`src/shared/spi_prot_pkg.sv`:
```
package spi_prot_pkg;
  localparam int CLK_PERIOD_NS = 50;
  // max_frame_time; no figure is fixed for it, plain default
  localparam int MAX_FRAME_NS = 100000;
  // longest time rounds down to whole cycles
  localparam int FRAME_MAX_CYC = MAX_FRAME_NS / CLK_PERIOD_NS;
  localparam logic [4:0] FRAME_BITS = 5'h10;
  localparam logic [4:0] CNT_SAT = 5'h1f;
  localparam logic [4:0] ADDR_DONE_BIT = 5'h06;
  localparam logic [4:0] LAST_TX_BIT = 5'h0e;
  localparam logic REPLY_CMD = 1'b1;
  localparam logic [5:0] ADDR_ERR_FLAGS = 6'h20;
  localparam logic [5:0] ADDR_PROT_KEY = 6'h21;
  localparam logic [5:0] ADDR_PROT_STAT = 6'h22;
  localparam logic [5:0] ADDR_PROT_REQ = 6'h23;
  localparam logic [5:0] ADDR_PROT_ACT = 6'h24;
  localparam logic [31:0] UNLOCK_KEYS = 32'hab_ef_56_12;
  localparam logic [31:0] LOCK_KEYS = 32'hdf_34_be_ca;
  localparam logic [3:0] KEY_LAST = 4'h7;
  localparam logic [7:0] PROT_CFG_RST = 8'h00;

  typedef struct packed {
    logic key_seq;
    logic dur;
    logic len;
    logic addr;
    logic par;
  } err_flags_t;

  typedef struct packed {
    logic cmd;
    logic [5:0] addr;
    logic [7:0] data;
    logic par;
  } frame_t;

  typedef enum logic [2:0] {
    ST_IDLE = 3'b001,
    ST_SHIFT = 3'b010,
    ST_DEAD = 3'b100
  } link_st_t;
endpackage : spi_prot_pkg

```
`src/rtl/spi_prot_slave.sv`:
```
`timescale 1ns/10ps
module spi_prot_slave
  import spi_prot_pkg::*;
#(
  parameter int FRAME_MAX = FRAME_MAX_CYC
) (
  input wire logic i_clk, // 20 MHz system clock
  input wire logic i_rstn, // async reset, active low
  input wire logic i_ce, // clock enable, freezes all state
  input wire logic i_sclk, // serial clock pin
  input wire logic i_cs_n, // chip select pin, active low
  input wire logic i_serial_data_in, // serial data pin
  output logic o_serial_data_out, // serial data out
  output logic o_serial_data_out_oe, // high while driving
  output logic o_serial_irq, // one-cycle error event
  output err_flags_t o_serial_error_flags, // sticky error flags
  output logic o_protection_state_flag, // 1 = request register writes blocked
  output logic [7:0] o_active_cfg // active protected setting
);
  localparam int TMO_W = $clog2(FRAME_MAX + 1);

  ////////////////////////////////////////////////////////////
  // pin synchronisers and edge detection
  logic [1:0] sclk_s_q;
  logic [1:0] cs_s_q;
  logic [1:0] sdi_s_q;
  logic sclk_d_q;
  logic cs_d_q;
  always_ff @(posedge i_clk or negedge i_rstn) begin
    if (!i_rstn) begin
      sclk_s_q <= 2'h3;
      cs_s_q <= 2'h3;
      sdi_s_q <= 2'h0;
      sclk_d_q <= 1'b1;
      cs_d_q <= 1'b1;
    end else if (i_ce) begin
      sclk_s_q <= {sclk_s_q[0], i_sclk};
      cs_s_q <= {cs_s_q[0], i_cs_n};
      sdi_s_q <= {sdi_s_q[0], i_serial_data_in};
      sclk_d_q <= sclk_s_q[1];
      cs_d_q <= cs_s_q[1];
    end
  end

  logic sclk_fall;
  logic sclk_rise;
  logic cs_fall;
  logic cs_rise;
  logic sdi_now;
  assign sclk_fall = sclk_d_q & ~sclk_s_q[1];
  assign sclk_rise = ~sclk_d_q & sclk_s_q[1];
  assign cs_fall = cs_d_q & ~cs_s_q[1];
  assign cs_rise = ~cs_d_q & cs_s_q[1];
  assign sdi_now = sdi_s_q[1];

  ////////////////////////////////////////////////////////////
  // frame state and time-out
  link_st_t st_q;
  logic [TMO_W-1:0] tmo_q;
  logic tmo_hit;
  assign tmo_hit = (st_q == ST_SHIFT) && !cs_rise
    && (tmo_q == TMO_W'(FRAME_MAX - 1));
  always_ff @(posedge i_clk or negedge i_rstn) begin
    if (!i_rstn) begin
      st_q <= ST_IDLE;
      tmo_q <= '0;
    end else if (i_ce) begin
      case (st_q)
        ST_IDLE: begin
          tmo_q <= '0;
          if (cs_fall) begin
            st_q <= ST_SHIFT;
          end
        end
        ST_SHIFT: begin
          tmo_q <= tmo_q + 1'b1;
          if (cs_rise) begin
            st_q <= ST_IDLE;
          end else if (tmo_hit) begin
            st_q <= ST_DEAD;
          end
        end
        ST_DEAD: begin
          if (cs_rise) begin
            st_q <= ST_IDLE;
          end
        end
        default: st_q <= ST_IDLE;
      endcase
    end
  end

  ////////////////////////////////////////////////////////////
  // receive path: sample on falling, shift on rising
  logic [4:0] cnt_q;
  logic [15:0] rx_q;
  logic smp_q;
  logic wr_q;
  logic in_frame;
  logic wr_now;
  frame_t fr;
  assign in_frame = (st_q == ST_SHIFT);
  assign fr = frame_t'(rx_q);
  // command bit is still on the pin during the first falling edge
  assign wr_now = (cnt_q == 5'h00) ? sdi_now : wr_q;
  always_ff @(posedge i_clk or negedge i_rstn) begin
    if (!i_rstn) begin
      cnt_q <= '0;
      rx_q <= '0;
      smp_q <= 1'b0;
      wr_q <= 1'b0;
    end else if (i_ce) begin
      if (cs_fall) begin
        cnt_q <= '0;
        wr_q <= 1'b0;
      end else if (in_frame && sclk_fall) begin
        smp_q <= sdi_now;
        wr_q <= wr_now;
      end else if (in_frame && sclk_rise) begin
        rx_q <= {rx_q[14:0], smp_q};
        if (cnt_q != CNT_SAT) begin
          cnt_q <= cnt_q + 1'b1;
        end
      end
    end
  end

  ////////////////////////////////////////////////////////////
  // protection state and read data
  logic locked_q;
  logic [3:0] ukey_q;
  logic [3:0] lkey_q;
  logic [7:0] req_q;
  logic [7:0] act_q;
  err_flags_t flags_q;
  function automatic logic [7:0] key_at(input logic [31:0] k, input logic [3:0] p);
    case (p)
      4'h0: key_at = k[31:24];
      4'h1: key_at = k[23:16];
      4'h3: key_at = k[15:8];
      default: key_at = k[7:0];
    endcase
  endfunction : key_at
  function automatic logic addr_ok(input logic [5:0] a);
    addr_ok = (a == ADDR_ERR_FLAGS) || (a == ADDR_PROT_KEY)
      || (a == ADDR_PROT_STAT) || (a == ADDR_PROT_REQ)
      || (a == ADDR_PROT_ACT);
  endfunction : addr_ok
  logic [5:0] rd_addr;
  logic [7:0] rdata;
  assign rd_addr = {rx_q[4:0], sdi_now};
  always_comb begin
    case (rd_addr)
      ADDR_ERR_FLAGS: rdata = {3'h0, flags_q};
      ADDR_PROT_KEY: rdata = {lkey_q, ukey_q};
      ADDR_PROT_STAT: rdata = {7'h00, locked_q};
      ADDR_PROT_REQ: rdata = ~req_q;
      ADDR_PROT_ACT: rdata = ~act_q;
      default: rdata = 8'h00;
    endcase
  end

  ////////////////////////////////////////////////////////////
  // transmit path
  logic [15:0] tx_q;
  logic [5:0] stat_q;
  logic rd_bad_q;
  logic rd_load;
  logic rd_bad;
  logic [5:0] stat_now;
  assign stat_now = {locked_q, flags_q};
  assign rd_load = in_frame && sclk_fall && !wr_now
    && (cnt_q == ADDR_DONE_BIT);
  assign rd_bad = !addr_ok(rd_addr);
  always_ff @(posedge i_clk or negedge i_rstn) begin
    if (!i_rstn) begin
      tx_q <= '0;
      stat_q <= '0;
      rd_bad_q <= 1'b0;
      o_serial_data_out <= 1'b0;
    end else if (i_ce) begin
      if (cs_fall) begin
        tx_q <= {REPLY_CMD, stat_now, 9'h000};
        stat_q <= stat_now;
        rd_bad_q <= 1'b0;
        o_serial_data_out <= REPLY_CMD;
      end else if (rd_load) begin
        tx_q[14:7] <= rdata;
        // reply parity, spoiled on a bad address
        tx_q[6] <= ^{REPLY_CMD, stat_q, rdata} ^ rd_bad;
        rd_bad_q <= rd_bad;
        o_serial_data_out <= rdata[7];
      end else if (in_frame && sclk_fall && cnt_q <= LAST_TX_BIT) begin
        o_serial_data_out <= wr_now ? sdi_now : tx_q[14];
      end else if (in_frame && sclk_rise) begin
        tx_q <= {tx_q[14:0], 1'b0};
      end
    end
  end

  always_ff @(posedge i_clk or negedge i_rstn) begin
    if (!i_rstn) begin
      o_serial_data_out_oe <= 1'b0;
    end else if (i_ce) begin
      if (cs_fall) begin
        o_serial_data_out_oe <= 1'b1;
      end else if (cs_rise || tmo_hit) begin
        o_serial_data_out_oe <= 1'b0;
      end
    end
  end

  ////////////////////////////////////////////////////////////
  // end-of-frame checks once chip select is back high; the time-out flag is set while select is still low
  err_flags_t set_e;
  logic wr_ok;
  logic key_err;
  logic frame_end;
  assign frame_end = in_frame && cs_rise;
  // kept out of the flag process so the key check cannot feed back into it
  assign wr_ok = frame_end && (cnt_q == FRAME_BITS) && !(^rx_q) && fr.cmd
    && addr_ok(fr.addr);
  always_comb begin
    set_e = '0;
    if (frame_end) begin
      if (cnt_q != FRAME_BITS) begin
        set_e.len = 1'b1;
      end else if (^rx_q) begin
        set_e.par = 1'b1;
      end else if (fr.cmd) begin
        if (!addr_ok(fr.addr)) begin
          set_e.addr = 1'b1;
        end
      end else if (rd_bad_q) begin
        set_e.addr = 1'b1;
      end
    end
    set_e.dur = tmo_hit;
    set_e.key_seq = key_err;
  end

  ////////////////////////////////////////////////////////////
  // key sequences
  logic key_wr;
  logic u_match;
  logic l_match;
  assign key_wr = wr_ok && (fr.addr == ADDR_PROT_KEY);
  assign u_match = (lkey_q == 4'h0)
    && (fr.data == key_at(UNLOCK_KEYS, ukey_q));
  assign l_match = (ukey_q == 4'h0)
    && (fr.data == key_at(LOCK_KEYS, lkey_q));
  // any other accepted write in mid-sequence breaks it; reads and rejected writes do not
  assign key_err = (key_wr && !u_match && !l_match)
    || (wr_ok && !key_wr && (ukey_q != 4'h0 || lkey_q != 4'h0));
  always_ff @(posedge i_clk or negedge i_rstn) begin
    if (!i_rstn) begin
      locked_q <= 1'b1;
      ukey_q <= 4'h0;
      lkey_q <= 4'h0;
      act_q <= PROT_CFG_RST;
    end else if (i_ce) begin
      if (key_err) begin
        ukey_q <= 4'h0;
        lkey_q <= 4'h0;
      end else if (key_wr && u_match) begin
        if (ukey_q == KEY_LAST) begin
          ukey_q <= 4'h0;
          locked_q <= 1'b0;
        end else begin
          ukey_q <= {ukey_q[2:0], 1'b1};
        end
      end else if (key_wr && l_match) begin
        if (lkey_q == KEY_LAST) begin
          lkey_q <= 4'h0;
          locked_q <= 1'b1;
          // applied the next cycle, well inside the allowed delay
          act_q <= req_q;
        end else begin
          lkey_q <= {lkey_q[2:0], 1'b1};
        end
      end
    end
  end

  always_ff @(posedge i_clk or negedge i_rstn) begin
    if (!i_rstn) begin
      req_q <= PROT_CFG_RST;
    end else if (i_ce) begin
      if (wr_ok && fr.addr == ADDR_PROT_REQ && !locked_q) begin
        req_q <= fr.data;
      end
    end
  end

  ////////////////////////////////////////////////////////////
  // sticky flags, write one to clear; a new event beats the clear
  err_flags_t clr_e;
  assign clr_e = (wr_ok && fr.addr == ADDR_ERR_FLAGS)
    ? err_flags_t'(fr.data[4:0]) : '0;
  always_ff @(posedge i_clk or negedge i_rstn) begin
    if (!i_rstn) begin
      flags_q <= '0;
      o_serial_irq <= 1'b0;
    end else if (i_ce) begin
      flags_q <= (flags_q & ~clr_e) | set_e;
      o_serial_irq <= |set_e;
    end
  end

  assign o_serial_error_flags = flags_q;
  assign o_protection_state_flag = locked_q;
  assign o_active_cfg = act_q;

endmodule : spi_prot_slave

```
`config.mk`:
```
export PLATFORM = sky130hd
export DESIGN_NAME = spi_prot_slave
export DESIGN_NICKNAME = d
export VERILOG_FILES = /design/src/shared/spi_prot_pkg.sv /design/src/rtl/spi_prot_slave.sv
export SDC_FILE = /design/constraint.sdc
export NUM_CORES = 1
export LEC_CHECK = 0
export ABC_AREA = 1
export BUFFER_PORTS_ARGS = -buffer_cell sky130_fd_sc_hd__buf_4
export CAP_MARGIN = 25
export CORE_ASPECT_RATIO = 0.8
export CORE_MARGIN = 5
export CORE_UTILIZATION = 58
export CTS_BUF_LIST = sky130_fd_sc_hd__clkbuf_4 sky130_fd_sc_hd__clkbuf_8 sky130_fd_sc_hd__clkbuf_16
export CTS_CLUSTER_DIAMETER = 30
export DETAILED_ROUTE_END_ITERATION = 8
export HOLD_SLACK_MARGIN = 0.08
export PLACE_DENSITY = 0.75
export SLEW_MARGIN = 10
export SYNTH_ARGS = -nofsm -noshare
export SYNTH_HDL_FRONTEND = slang
export SYNTH_SLANG_ARGS = --single-unit
```
`constraint.sdc`:
```
create_clock -name i_clk -period 2.1 [get_ports i_clk]
set_input_delay 0.42 -clock i_clk [delete_from_list [all_inputs] [get_ports i_clk]]
set_output_delay 0.42 -clock i_clk [all_outputs]
set_load 0.02 [all_outputs]
```
==> metrics.txt, run 1 <==
# TYPE chip_impl_metric gauge
chip_impl_metric{name="fillCellCount",unit=""} 759
chip_impl_metric{name="maxClockFrequency",unit="MHz"} 444
chip_impl_metric{name="num_io_pins",unit=""} 23
chip_impl_metric{name="async_set_or_reset_register_ratio_after_synthesis",unit=""} 1.00
chip_impl_metric{name="placement_rows",unit=""} 32
chip_impl_metric{name="syn_area",unit="µm²"} 5690
chip_impl_metric{name="final-hold-violation-count",unit=""} 0
chip_impl_metric{name="grt_overflow",unit=""} 0
chip_impl_metric{name="number_of_max_slew_violations_in_the_final_report",unit=""} 0
chip_impl_metric{name="maxCapViolations",unit=""} 0
chip_impl_metric{name="first_global_vias",unit=""} 5359
chip_impl_metric{name="clock_tree.htree_level_count",unit=""} 3
chip_impl_metric{name="remaining_number_of_nets_flagged_by_the_antenna_check_after_routing",unit=""} 0
chip_impl_metric{name="grt_antenna_before_repair",unit=""} 0
chip_impl_metric{name="setup_viol",unit=""} 15
chip_impl_metric{name="track_usage",unit=""} 0.291
chip_impl_info{name="timing_worst_setup_path_type",value="flop to flop"} 1
chip_impl_metric{name="p_leak",unit="nW"} 3.64
chip_impl_metric{name="grt_pass1_wl",unit="mm"} 27.5
chip_impl_metric{name="ir_worst_vdd",unit="mV"} 0.641
chip_impl_metric{name="final_net_count",unit=""} 937
chip_impl_info{name="run_status",value="finished with violations"} 1
chip_impl_metric{name="drt-initial-drc-count",unit=""} 641
chip_impl_metric{name="die-width",unit="µm"} 121
chip_impl_metric{name="clock_path_buffers",unit=""} 2
chip_impl_metric{name="detail_route.wirelength",unit="mm"} 17.4
chip_impl_metric{name="final_min_period_over_clock_period",unit=""} 1.07
chip_impl_metric{name="core-area",unit="µm²"} 9610
chip_impl_metric{name="finish.instance_area",unit="µm²"} 7200
chip_impl_metric{name="timing.critical_path.fanout_max",unit=""} 6
chip_impl_metric{name="wl_per_cell",unit="µm"} 16.5
chip_impl_info{name="layout.cells.most_common",value="nand2_1"} 1
chip_impl_metric{name="postSynthAreaPerCell",unit="µm²"} 6.93
chip_impl_metric{name="die_h",unit="µm"} 98.6
chip_impl_metric{name="skew",unit="ns"} 0.00774
chip_impl_metric{name="grt_start_max_net_pins",unit=""} 38
chip_impl_metric{name="post_synth_edffs",unit=""} 0
chip_impl_metric{name="power.density",unit="nW/µm²"} 983
chip_impl_info{name="dominantRegCellSynth",value="dfrtp_1"} 1
chip_impl_metric{name="measured_slew_at_the_worst_slew_check_pin",unit="ns"} 0.471
chip_impl_metric{name="cts_buffers",unit=""} 9
chip_impl_metric{name="timing.critical_path.required",unit="ns"} 2.38
chip_impl_metric{name="layout_min_cycle_time",unit="ns"} 2.25
chip_impl_info{name="rsz0062_at_grt",value="yes"} 1
chip_impl_info{name="mostFrequentLayoutCells",value="nand2_1, buf_4, inv_1, dfrtp_1, nor2_1"} 1
chip_impl_metric{name="dpl_worst_slack",unit="ns"} -0.127
chip_impl_metric{name="via_count",unit=""} 5906
chip_impl_info{name="critical_path.startpoint_type",value="flop"} 1
chip_impl_metric{name="post_dp_cell_area",unit="µm²"} 6490
chip_impl_metric{name="postSynthRegisterBits",unit=""} 94
chip_impl_metric{name="synth_nets",unit=""} 833
chip_impl_metric{name="postSynthCellCount",unit=""} 822
chip_impl_info{name="cp-end-kind",value="flop"} 1
chip_impl_metric{name="buffer_ports.inserted",unit=""} 22
chip_impl_metric{name="setup_slack",unit="ns"} -0.153
chip_impl_metric{name="cts.clk_slew.worst_paths",unit="ns"} 0.06
chip_impl_metric{name="final_layout_size_suffix_gt1_frac",unit=""} 0.236
chip_impl_info{name="worstHoldPathType",value="input pin to flop"} 1
chip_impl_metric{name="place.gp.congestion",unit=""} 0.983
chip_impl_metric{name="seq_area_frac_synth",unit=""} 0.415
chip_impl_metric{name="worst_ep_arrival_time",unit="ns"} 2.53
chip_impl_metric{name="post_synthesis_to_final_layout_area_growth",unit="%"} 26.5
chip_impl_metric{name="hold_slack",unit="ns"} 0.306
chip_impl_metric{name="detail_route.drc_violations",unit=""} 0
chip_impl_metric{name="routed_via_density",unit=""} 5.62
chip_impl_info{name="failed_checks",value="setup timing"} 1
chip_impl_metric{name="synth_cell_types",unit=""} 44
chip_impl_metric{name="worst_skew_pair.late_latency",unit="ns"} 0.34
chip_impl_info{name="cts_tree",value="done"} 1
chip_impl_metric{name="cts.sink_count",unit=""} 94
chip_impl_metric{name="initial_utilization",unit=""} 0.592
chip_impl_metric{name="die_area",unit="µm²"} 11900
chip_impl_metric{name="max_slew_headroom",unit=""} 0.683
chip_impl_metric{name="antenna_cells_inserted",unit=""} 0
chip_impl_metric{name="ys.warnings.count",unit=""} 0
chip_impl_info{name="clock_tree_root_driver_cell",value="clkbuf_16"} 1
chip_impl_metric{name="drt_first_pass_iters",unit=""} 5
chip_impl_metric{name="dp.final_hpwl",unit="mm"} 12.6
[per-stage QoR]
stage          power [mW]  utilization  setup TNS, ns  instances
3_5_place_dp         4.92        0.675          -1.35       1014
6_report             7.08        0.749          -1.28       1050
4_1_cts              6.75        0.714        -0.0470       1033
3_3_place_gp         4.82        0.675         -0.558       1014
2_1_floorplan        3.99            -              0        822
5_1_grt              7.52        0.749          -3.83       1050
[cells in the mapped netlist, types with 2 or more instances]
cell | instances | area share
a211oi_1 | 3 | 0.0040
a21oi_1 | 15 | 0.013
a31oi_1 | 3 | 0.0033
buf_2 | 9 | 0.0079
clkbuf_1 | 10 | 0.0066
clkinv_1 | 3 | 0.0020
dfrtp_1 | 86 | 0.38
dfstp_2 | 8 | 0.037
ha_1 | 5 | 0.011
inv_1 | 98 | 0.065
inv_2 | 8 | 0.0053
nand2_1 | 272 | 0.18
nand2_2 | 7 | 0.0077
nand3_1 | 57 | 0.050
nand3b_1 | 2 | 0.0026
nand4_1 | 31 | 0.034
nor2_1 | 74 | 0.049
nor2_2 | 2 | 0.0022
nor2_4 | 3 | 0.0059
nor3_1 | 13 | 0.011
nor3_2 | 3 | 0.0053
nor4_1 | 2 | 0.0022
o211ai_1 | 8 | 0.011
o21ai_0 | 64 | 0.056
o21ai_1 | 10 | 0.0088
xnor2_1 | 5 | 0.0077
xor2_1 | 4 | 0.0062
[flip-flops by register name, indices dropped and copies added (netlist names), 2 cells and up]
| signal | cells |
|---|---|
| ukey_q | 4 |
| cs_s_q | 2 |
| o_active_cfg | 8 |
| tx_q | 9 |
| tmo_q | 11 |
| cnt_q | 5 |
| fr | 16 |
| lkey_q | 4 |
| sclk_s_q | 2 |
| req_q | 8 |
| st_q | 3 |
| sdi_s_q | 2 |
| stat_q | 6 |
| o_serial_error_flags | 5 |
[layout make-up]
cell class	count	area (µm²)	area share
multi-input combinational	599	3040	0.422
sequential	94	2370	0.329
timing repair buffer	112	886	0.123
inverter	109	418	0.0580
clock buffer	13	262	0.0363
tap	119	149	0.0207
clock inverter	3	67.6	0.00938
timing repair inverter	1	5.00	0.000695
[routing by layer]
layer  GRT usage  wire [µm]
met1       0.454       8080
met2       0.419       7410
met3      0.0591       1640
met4      0.0618        234
met5           0          0
[cell families after synthesis]
kind of cell    after synthesis  synth area share
flops                        94             0.415
xor+xnor                      9            0.0138
buf+inv                     130            0.0897
fa+ha+maj                     5            0.0110
simple gates                473             0.362
compound gates              111             0.108
[worst paths after layout]
kind | from | to | slack, ns | depth (start not counted)
max | ukey_q[2]$_DFFE_PN0P_ | o_active_cfg[5]$_DFFE_PN0P_ | -0.15 | 12
min | i_cs_n | cs_s_q[0]$_DFFE_PN1P_ | 0.31 | 3
max reg2reg | ukey_q[2]$_DFFE_PN0P_ | o_active_cfg[5]$_DFFE_PN0P_ | -0.15 | 12
min reg2reg | tmo_q[10]$_DFFE_PN0P_ | tmo_q[10]$_DFFE_PN0P_ | 0.45 | 1
max in group asynchronous | i_rstn | o_protection_state_flag$_DFFE_PN1P_ | 0.88 | 3
min in group asynchronous | i_rstn | fr[9]$_DFFE_PN0P_ | 0.55 | 2
[critical path, stage by stage (launching register included)]
cell	delay, ns
dfrtp_2	0.47
inv_1	0.10
nand2_1	0.07
nor2_2	0.16
nand2_1	0.09
nor2_1	0.16
nand4_1	0.20
nor2_4	0.18
nand2_1	0.10
nor2_4	0.29
buf_12	0.15
nand4_1	0.11
nand2_1	0.09
[power by group]
group          leakage (nW)  switching, mW  internal [mW]
registers              1.18          0.344           2.14
clock network         0.160          0.685           1.12
logic                  2.30           1.68           1.12
total                  3.64           2.71           4.37
[what timing repair did]
item / CTS / global route
pin swaps: 5 / 21
gates resized for setup: 12 / 70
cloned: 0 / 3
hold buffers: 1 / 0
endpoints found under the setup margin: 22 / 47
setup buffers: 2 / 14
hold endpoints to repair: 26 / 0
No activity file was read; power rests on OpenSTA's default activity.
==> run 2: changes to the inputs <==
Settings changed: SKIP_CTS_REPAIR_TIMING from default to 1.
==> run 2 against run 1 <==
  * The flow still finishes with violations (setup timing)
  * Clock skew down 0.0013 ns
  * Via count up 0.51%
  * Worst hold slack worse by 0.0013 ns
  * First-iteration DRC count up 5.8%
  * Total power up 0.26%
  * Maximum frequency up 4.4%
  * Critical path depth down 1
  * Count of clock-buffer cells in the layout unchanged
  * Critical endpoint is now o_serial_error_flags[0]$_DFFE_PN0P_
  * Die area unchanged
  * Sequential share of layout area up 0.063 points
  * Largest power group unchanged
==> metrics.txt, run 2 (synthesis results as in run 1) <==
# TYPE chip_impl_metric gauge
chip_impl_metric{name="final_net_count",unit=""} 936
chip_impl_info{name="cp_cell_sequence",value="inv_2 > nor2_2 > inv_2 > nor2_4 > inv_1 > or2_4 > nor2_4 > a21boi_4 > nand4_1 > o21ai_0 > nand2_1"} 1
chip_impl_metric{name="buffer_ports.inserted",unit=""} 22
chip_impl_metric{name="clock_tree.htree_level_count",unit=""} 3
chip_impl_metric{name="post_synthesis_to_final_layout_area_growth",unit="%"} 26.2
chip_impl_metric{name="wl_per_cell",unit="µm"} 16.4
chip_impl_metric{name="timing.reg2reg.setup_slack",unit="ns"} -0.06
chip_impl_metric{name="placement_rows",unit=""} 32
chip_impl_metric{name="remaining_number_of_nets_flagged_by_the_antenna_check_after_routing",unit=""} 0
chip_impl_info{name="run_status",value="finished with violations"} 1
chip_impl_metric{name="p_leak",unit="nW"} 3.60
chip_impl_metric{name="detail_route.drc_violations",unit=""} 0
chip_impl_info{name="cp-end-kind",value="flop"} 1
chip_impl_metric{name="utilization_after_layout",unit=""} 0.748
chip_impl_metric{name="via_count",unit=""} 5936
chip_impl_metric{name="track_usage",unit=""} 0.290
chip_impl_metric{name="min_path_cells",unit=""} 3
chip_impl_metric{name="cts.clk_slew.worst_paths",unit="ns"} 0.06
chip_impl_metric{name="skew",unit="ns"} 0.00648
chip_impl_metric{name="worst_skew_pair.late_latency",unit="ns"} 0.34
chip_impl_metric{name="grt_overflow",unit=""} 0
chip_impl_metric{name="grt_start_max_net_pins",unit=""} 38
chip_impl_metric{name="layout_min_cycle_time",unit="ns"} 2.16
chip_impl_metric{name="antenna_cells_inserted",unit=""} 0
chip_impl_metric{name="drt_first_pass_iters",unit=""} 5
chip_impl_metric{name="final-hold-violation-count",unit=""} 0
chip_impl_metric{name="power.density",unit="nW/µm²"} 988
chip_impl_metric{name="die_h",unit="µm"} 98.6
chip_impl_metric{name="multi_input_comb_area",unit="µm²"} 3040
chip_impl_info{name="worstHoldPathType",value="input pin to flop"} 1
chip_impl_metric{name="cts_buffers",unit=""} 9
chip_impl_info{name="critical_path.startpoint_type",value="flop"} 1
chip_impl_info{name="layout.cells.most_common",value="nand2_1"} 1
chip_impl_info{name="mostFrequentLayoutCells",value="nand2_1, buf_4, inv_1, dfrtp_1, o21ai_0"} 1
chip_impl_metric{name="timing.critical_path.fanout_max",unit=""} 5
chip_impl_metric{name="core-area",unit="µm²"} 9610
chip_impl_metric{name="first_global_vias",unit=""} 5312
chip_impl_metric{name="sequential_cell_area",unit="µm²"} 2370
chip_impl_metric{name="grt_pass1_wl",unit="mm"} 27.4
chip_impl_metric{name="routed_via_density",unit=""} 5.66
chip_impl_info{name="cts_tree",value="done"} 1
chip_impl_metric{name="setup_slack",unit="ns"} -0.0574
chip_impl_metric{name="largest_register_ffs",unit=""} 16
chip_impl_info{name="timing_worst_setup_path_type",value="flop to flop"} 1
chip_impl_metric{name="num_io_pins",unit=""} 23
chip_impl_metric{name="worstRegToRegCells",unit=""} 11
chip_impl_metric{name="worst_ep_arrival_time",unit="ns"} 2.38
chip_impl_info{name="worstReg2RegStart",value="cs_s_q[1]$_DFFE_PN1P_"} 1
chip_impl_metric{name="setup_viol",unit=""} 13
chip_impl_metric{name="clock_path_buffers",unit=""} 2
chip_impl_info{name="rsz0062_at_grt",value="yes"} 1
chip_impl_metric{name="die-width",unit="µm"} 121
chip_impl_metric{name="final_layout_size_suffix_gt1_frac",unit=""} 0.239
chip_impl_info{name="holdCritStartpoint",value="i_cs_n"} 1
chip_impl_metric{name="measured_slew_at_the_worst_slew_check_pin",unit="ns"} 0.409
chip_impl_metric{name="ir_worst_vdd",unit="mV"} 0.641
chip_impl_metric{name="drt-initial-drc-count",unit=""} 678
chip_impl_info{name="clock_tree_root_driver_cell",value="clkbuf_16"} 1
chip_impl_metric{name="grt_antenna_before_repair",unit=""} 0
chip_impl_metric{name="maxClockFrequency",unit="MHz"} 464
chip_impl_info{name="reg2reg_to",value="o_serial_error_flags[0]$_DFFE_PN0P_"} 1
chip_impl_metric{name="max_slew_headroom",unit=""} 0.727
chip_impl_metric{name="post_dp_cell_area",unit="µm²"} 6490
chip_impl_metric{name="fillCellCount",unit=""} 759
chip_impl_metric{name="place.gp.congestion",unit=""} 0.983
chip_impl_metric{name="dpl_worst_slack",unit="ns"} -0.127
chip_impl_metric{name="initial_utilization",unit=""} 0.592
chip_impl_info{name="critical_path.slowest_cell",value="dfstp_2"} 1
chip_impl_metric{name="critPathMaxStageDelay",unit="ns"} 0.53
chip_impl_metric{name="finish.instance_area",unit="µm²"} 7180
chip_impl_info{name="failed_checks",value="setup timing"} 1
chip_impl_metric{name="timing.critical_path.required",unit="ns"} 2.33
chip_impl_metric{name="die_area",unit="µm²"} 11900
chip_impl_metric{name="detail_route.wirelength",unit="mm"} 17.2
chip_impl_metric{name="dp.final_hpwl",unit="mm"} 12.6
chip_impl_metric{name="number_of_max_slew_violations_in_the_final_report",unit=""} 0
chip_impl_metric{name="cts.sink_count",unit=""} 94
chip_impl_metric{name="final_min_period_over_clock_period",unit=""} 1.03
chip_impl_metric{name="maxCapViolations",unit=""} 0
chip_impl_info{name="hold-path-endpoint",value="cs_s_q[0]$_DFFE_PN1P_"} 1
## run 2: cell count changes in the layout (fill, tap and decap cells not counted), sizes merged
cell / before / now
buf: 111 / 109
o21ai: 75 / 76
## run 2: how the worst max path moves through the flow
| stage | startpoint | end | slack [ns] | depth (start not counted) |
|---|---|---|---|---|
| 3_3_place_gp | cs_s_q[1]$_DFFE_PN1P_ | o_serial_error_flags[1]$_DFFE_PN0P_ | -0.06 | 11 |
| 2_1_floorplan | cs_s_q[1]$_DFFE_PN1P_ | o_active_cfg[2]$_DFFE_PN0P_ | 0.17 | 12 |
| 4_1_cts | cs_s_q[1]$_DFFE_PN1P_ | o_serial_error_flags[1]$_DFFE_PN0P_ | -0.15 | 11 |
| 3_5_place_dp | cs_s_q[1]$_DFFE_PN1P_ | o_serial_error_flags[1]$_DFFE_PN0P_ | -0.13 | 11 |
| 5_1_grt | fr[3]$_DFFE_PN0P_ | o_serial_error_flags[2]$_DFFE_PN0P_ | -0.15 | 13 |
| 6_report | cs_s_q[1]$_DFFE_PN1P_ | o_serial_error_flags[0]$_DFFE_PN0P_ | -0.06 | 11 |
## run 2: per-stage QoR
step	std cells	total power [mW]	hold slack (ns)	setup TNS [ns]
floorplan	822	3.99	0.124	0
global route	1049	7.54	0.305	-2.24
detailed placement	1014	4.92	0.378	-1.35
global placement	1014	4.82	0.369	-0.558
CTS	1030	6.73	0.0128	-1.76
finish	1049	7.10	0.305	-0.445
## run 2: layer usage
layer	wire, µm	GRT usage	vias up
li1	-	-	2865
met1	8050	0.455	2739
met4	281	0.0566	0
met3	1610	0.0585	33
met2	7250	0.416	299
met5	0	0	-
## run 2: report_power, final
group | switching (mW) | internal (mW)
clock | 0.687 | 1.12
combinational | 1.67 | 1.13
sequential | 0.353 | 2.13
total | 2.71 | 4.39
## run 2: critical path, delay by kind of cell (launching register included)
family / cells / cell delay, ns
buf+inv: 3 / 0.14
simple gates: 6 / 0.92
compound gates: 2 / 0.45
flops: 1 / 0.53
## run 2: layout make-up
class | count | area share
clock buffers | 13 | 0.0364
multi-input cells | 600 | 0.423
flip-flops and latches | 94 | 0.330
repair inverters | 1 | 0.000697
well taps | 119 | 0.0207
repair buffers | 110 | 0.121
inverters | 109 | 0.0585
clock inverters | 3 | 0.00941
==> run 3: changes to the inputs <==
Settings changed: CORE_UTILIZATION 58 to 56, PLACE_DENSITY 0.75 to default, PLACE_DENSITY_LB_ADDON from default to 0.15.
Clock period 2.1 ns to 1.9 ns, I/O delays scaled along.
==> run 3 against run 2 <==
  * The run still ends with setup timing left
  * Non-clock buffer count grew 54
  * Largest power group unchanged
  * Setup slack worse by 0.34 ns
  * Design area is 9.5% higher
  * Final cell count is 6.7% higher
  * First-iteration DRC count is 12% higher
  * Utilization grew 5.8 points
==> metrics.txt, run 3 (synthesis results as in run 1) <==
# TYPE chip_impl_metric gauge
chip_impl_metric{name="timing.critical_path.required",unit="ns"} 2.13
chip_impl_metric{name="grt_antenna_before_repair",unit=""} 0
chip_impl_metric{name="hold_slack",unit="ns"} 0.245
chip_impl_metric{name="timing.critical_path.fanout_max",unit=""} 6
chip_impl_metric{name="track_usage",unit=""} 0.298
chip_impl_metric{name="initial_utilization",unit=""} 0.583
chip_impl_metric{name="routed_via_density",unit=""} 5.73
chip_impl_metric{name="layout_min_cycle_time",unit="ns"} 2.30
chip_impl_metric{name="fillCellCount",unit=""} 674
chip_impl_metric{name="die_h",unit="µm"} 100
chip_impl_metric{name="maxClockFrequency",unit="MHz"} 434
chip_impl_metric{name="antenna_cells_inserted",unit=""} 0
chip_impl_metric{name="die_area",unit="µm²"} 12300
chip_impl_metric{name="cts.clk_slew.worst_paths",unit="ns"} 0.06
chip_impl_metric{name="number_of_max_slew_violations_in_the_final_report",unit=""} 0
chip_impl_metric{name="power.density",unit="nW/µm²"} 1050
chip_impl_metric{name="core-area",unit="µm²"} 9770
chip_impl_metric{name="remaining_number_of_nets_flagged_by_the_antenna_check_after_routing",unit=""} 0
chip_impl_info{name="worstReg2RegStart",value="cnt_q[1]$_DFFE_PN0P_"} 1
chip_impl_info{name="clock_tree_root_driver_cell",value="clkbuf_16"} 1
chip_impl_metric{name="detail_route.drc_violations",unit=""} 0
chip_impl_metric{name="grt_util_met3",unit=""} 0.0558
chip_impl_metric{name="final-hold-violation-count",unit=""} 0
chip_impl_metric{name="placement_rows",unit=""} 32
chip_impl_info{name="startpoint",value="cnt_q[1]$_DFFE_PN0P_"} 1
chip_impl_info{name="worstHoldPathType",value="input pin to flop"} 1
chip_impl_metric{name="measured_slew_at_the_worst_slew_check_pin",unit="ns"} 0.513
chip_impl_info{name="cts_tree",value="done"} 1
chip_impl_metric{name="setup_slack",unit="ns"} -0.402
chip_impl_metric{name="max_slew_headroom",unit=""} 0.658
chip_impl_metric{name="post_synthesis_to_final_layout_area_growth",unit="%"} 38.2
chip_impl_info{name="timing_worst_setup_path_type",value="flop to flop"} 1
chip_impl_metric{name="place.gp.congestion",unit=""} 0.980
chip_impl_metric{name="p_leak",unit="nW"} 3.90
chip_impl_metric{name="setup_viol",unit=""} 40
chip_impl_metric{name="setup_tns",unit="ns"} -11.10
chip_impl_metric{name="detail_route.wirelength",unit="mm"} 18.9
chip_impl_metric{name="clock_path_buffers",unit=""} 2
chip_impl_metric{name="die-width",unit="µm"} 123
chip_impl_metric{name="groute.layer.met1.usage",unit=""} 0.438
chip_impl_metric{name="ir_worst_vdd",unit="mV"} 0.730
chip_impl_metric{name="dp.final_hpwl",unit="mm"} 13.4
chip_impl_metric{name="skew",unit="ns"} 0.00698
chip_impl_metric{name="drt-initial-drc-count",unit=""} 756
chip_impl_info{name="run_status",value="finished with violations"} 1
chip_impl_metric{name="grt_start_max_net_pins",unit=""} 40
chip_impl_metric{name="first_global_vias",unit=""} 5949
chip_impl_metric{name="maxCapViolations",unit=""} 0
chip_impl_info{name="critical_path.startpoint_type",value="flop"} 1
chip_impl_metric{name="via_count",unit=""} 6409
chip_impl_metric{name="final_net_count",unit=""} 989
chip_impl_metric{name="buffer_ports.inserted",unit=""} 22
chip_impl_info{name="failed_checks",value="setup timing"} 1
chip_impl_metric{name="final_layout_size_suffix_gt1_frac",unit=""} 0.315
chip_impl_info{name="rsz0062_at_grt",value="yes"} 1
chip_impl_info{name="cp-end-kind",value="flop"} 1
chip_impl_metric{name="drt_first_pass_iters",unit=""} 5
chip_impl_info{name="gr-max-usage-layer",value="met2"} 1
chip_impl_info{name="holdCritStartpoint",value="i_serial_data_in"} 1
chip_impl_metric{name="met2_usage",unit=""} 0.451
chip_impl_metric{name="grt_overflow",unit=""} 0
chip_impl_metric{name="clock_tree.htree_level_count",unit=""} 3
chip_impl_metric{name="num_io_pins",unit=""} 23
chip_impl_metric{name="final_min_period_over_clock_period",unit=""} 1.21
chip_impl_metric{name="cts_buffers",unit=""} 9
chip_impl_metric{name="cts.sink_count",unit=""} 94
chip_impl_info{name="layout.cells.most_common",value="nand2_1"} 1
chip_impl_metric{name="wl_per_cell",unit="µm"} 16.9
chip_impl_metric{name="grt_pass1_wl",unit="mm"} 28.9
chip_impl_info{name="mostFrequentLayoutCells",value="nand2_1, buf_4, inv_1, dfrtp_1, nor2_1"} 1
chip_impl_metric{name="largest_register_ffs",unit=""} 16
chip_impl_metric{name="worst_skew_pair.late_latency",unit="ns"} 0.35
chip_impl_metric{name="worst_ep_arrival_time",unit="ns"} 2.53
==> run 3: cell count changes in the layout (fill, tap and decap cells not counted), moves of 4 or more <==
cell,change
nand3_1,-4
ha_1,-4
nand2_2,+12
o21ai_0,-7
buf_4,+48
buf_6,+4
nand2_1,-17
==> run 3: critical path, cell delays in order, from the launching register on <==
cell and delay (ns):
dfrtp_1 0.39, inv_1 0.08, ha_2 0.19, nand4_1 0.18, or2_4 0.33, nor2_4 0.20, nand4_4 0.17, nor2_4 0.32
nand3_4 0.17, nand2_2 0.08, nand2_1 0.06
==> run 3: metal layers <==
| layer | share of wire | routed length (µm) | vias to the layer above |
|---|---|---|---|
| met1 | 0.44 | 8220 | 3047 |
| met2 | 0.46 | 8640 | 353 |
| met3 | 0.090 | 1710 | 37 |
| met4 | 0.018 | 331 | 0 |
| li1 | - | - | 2972 |
| met5 | 0 | 0 | - |
==> run 3: worst paths after layout <==
kind	endpoint	slack, ns	cells past startpoint
worst min-delay path	sdi_s_q[0]$_DFFE_PN0P_	0.25	3
worst min register to register	tmo_q[10]$_DFFE_PN0P_	0.46	1
worst max-delay path	o_active_cfg[0]$_DFFE_PN0P_	-0.40	10
worst max register to register	o_active_cfg[0]$_DFFE_PN0P_	-0.40	10
max in group asynchronous	st_q[0]$_DFFE_PN1P_	0.70	3
min in group asynchronous	tx_q[13]$_DFFE_PN0P_	0.56	2
==> run 3: cell type report <==
class                           instances  area, µm²  share of cell area
Tap cell                              136        170              0.0216
Sequential cell                        94       2370               0.301
Inverter                              109        429              0.0545
Multi-Input combinational cell        600       3240               0.412
Clock buffer                           11        246              0.0313
Clock inverter                          5       81.3              0.0103
Timing Repair Buffer                  164       1330               0.169
==> run 3: metrics by stage <==
step | total power, mW | worst slack (ns) | utilization | std cells | instance area (µm²)
CTS | 7.78 | -0.385 | 0.740 | 1098 | 7230
global placement | 5.65 | -0.249 | 0.707 | 1082 | 6900
global route | 8.74 | -0.512 | 0.805 | 1119 | 7870
finish | 8.27 | -0.402 | 0.805 | 1119 | 7870
floorplan | 4.41 | -0.0278 | - | 822 | 5690
detailed placement | 5.78 | -0.357 | 0.707 | 1082 | 6900
==> run 3: report_power, final <==
part / switching [mW] / total, mW / internal (mW)
clock network: 0.791 / 2.00 / 1.21
registers: 0.369 / 2.73 / 2.36
logic: 2.07 / 3.54 / 1.47
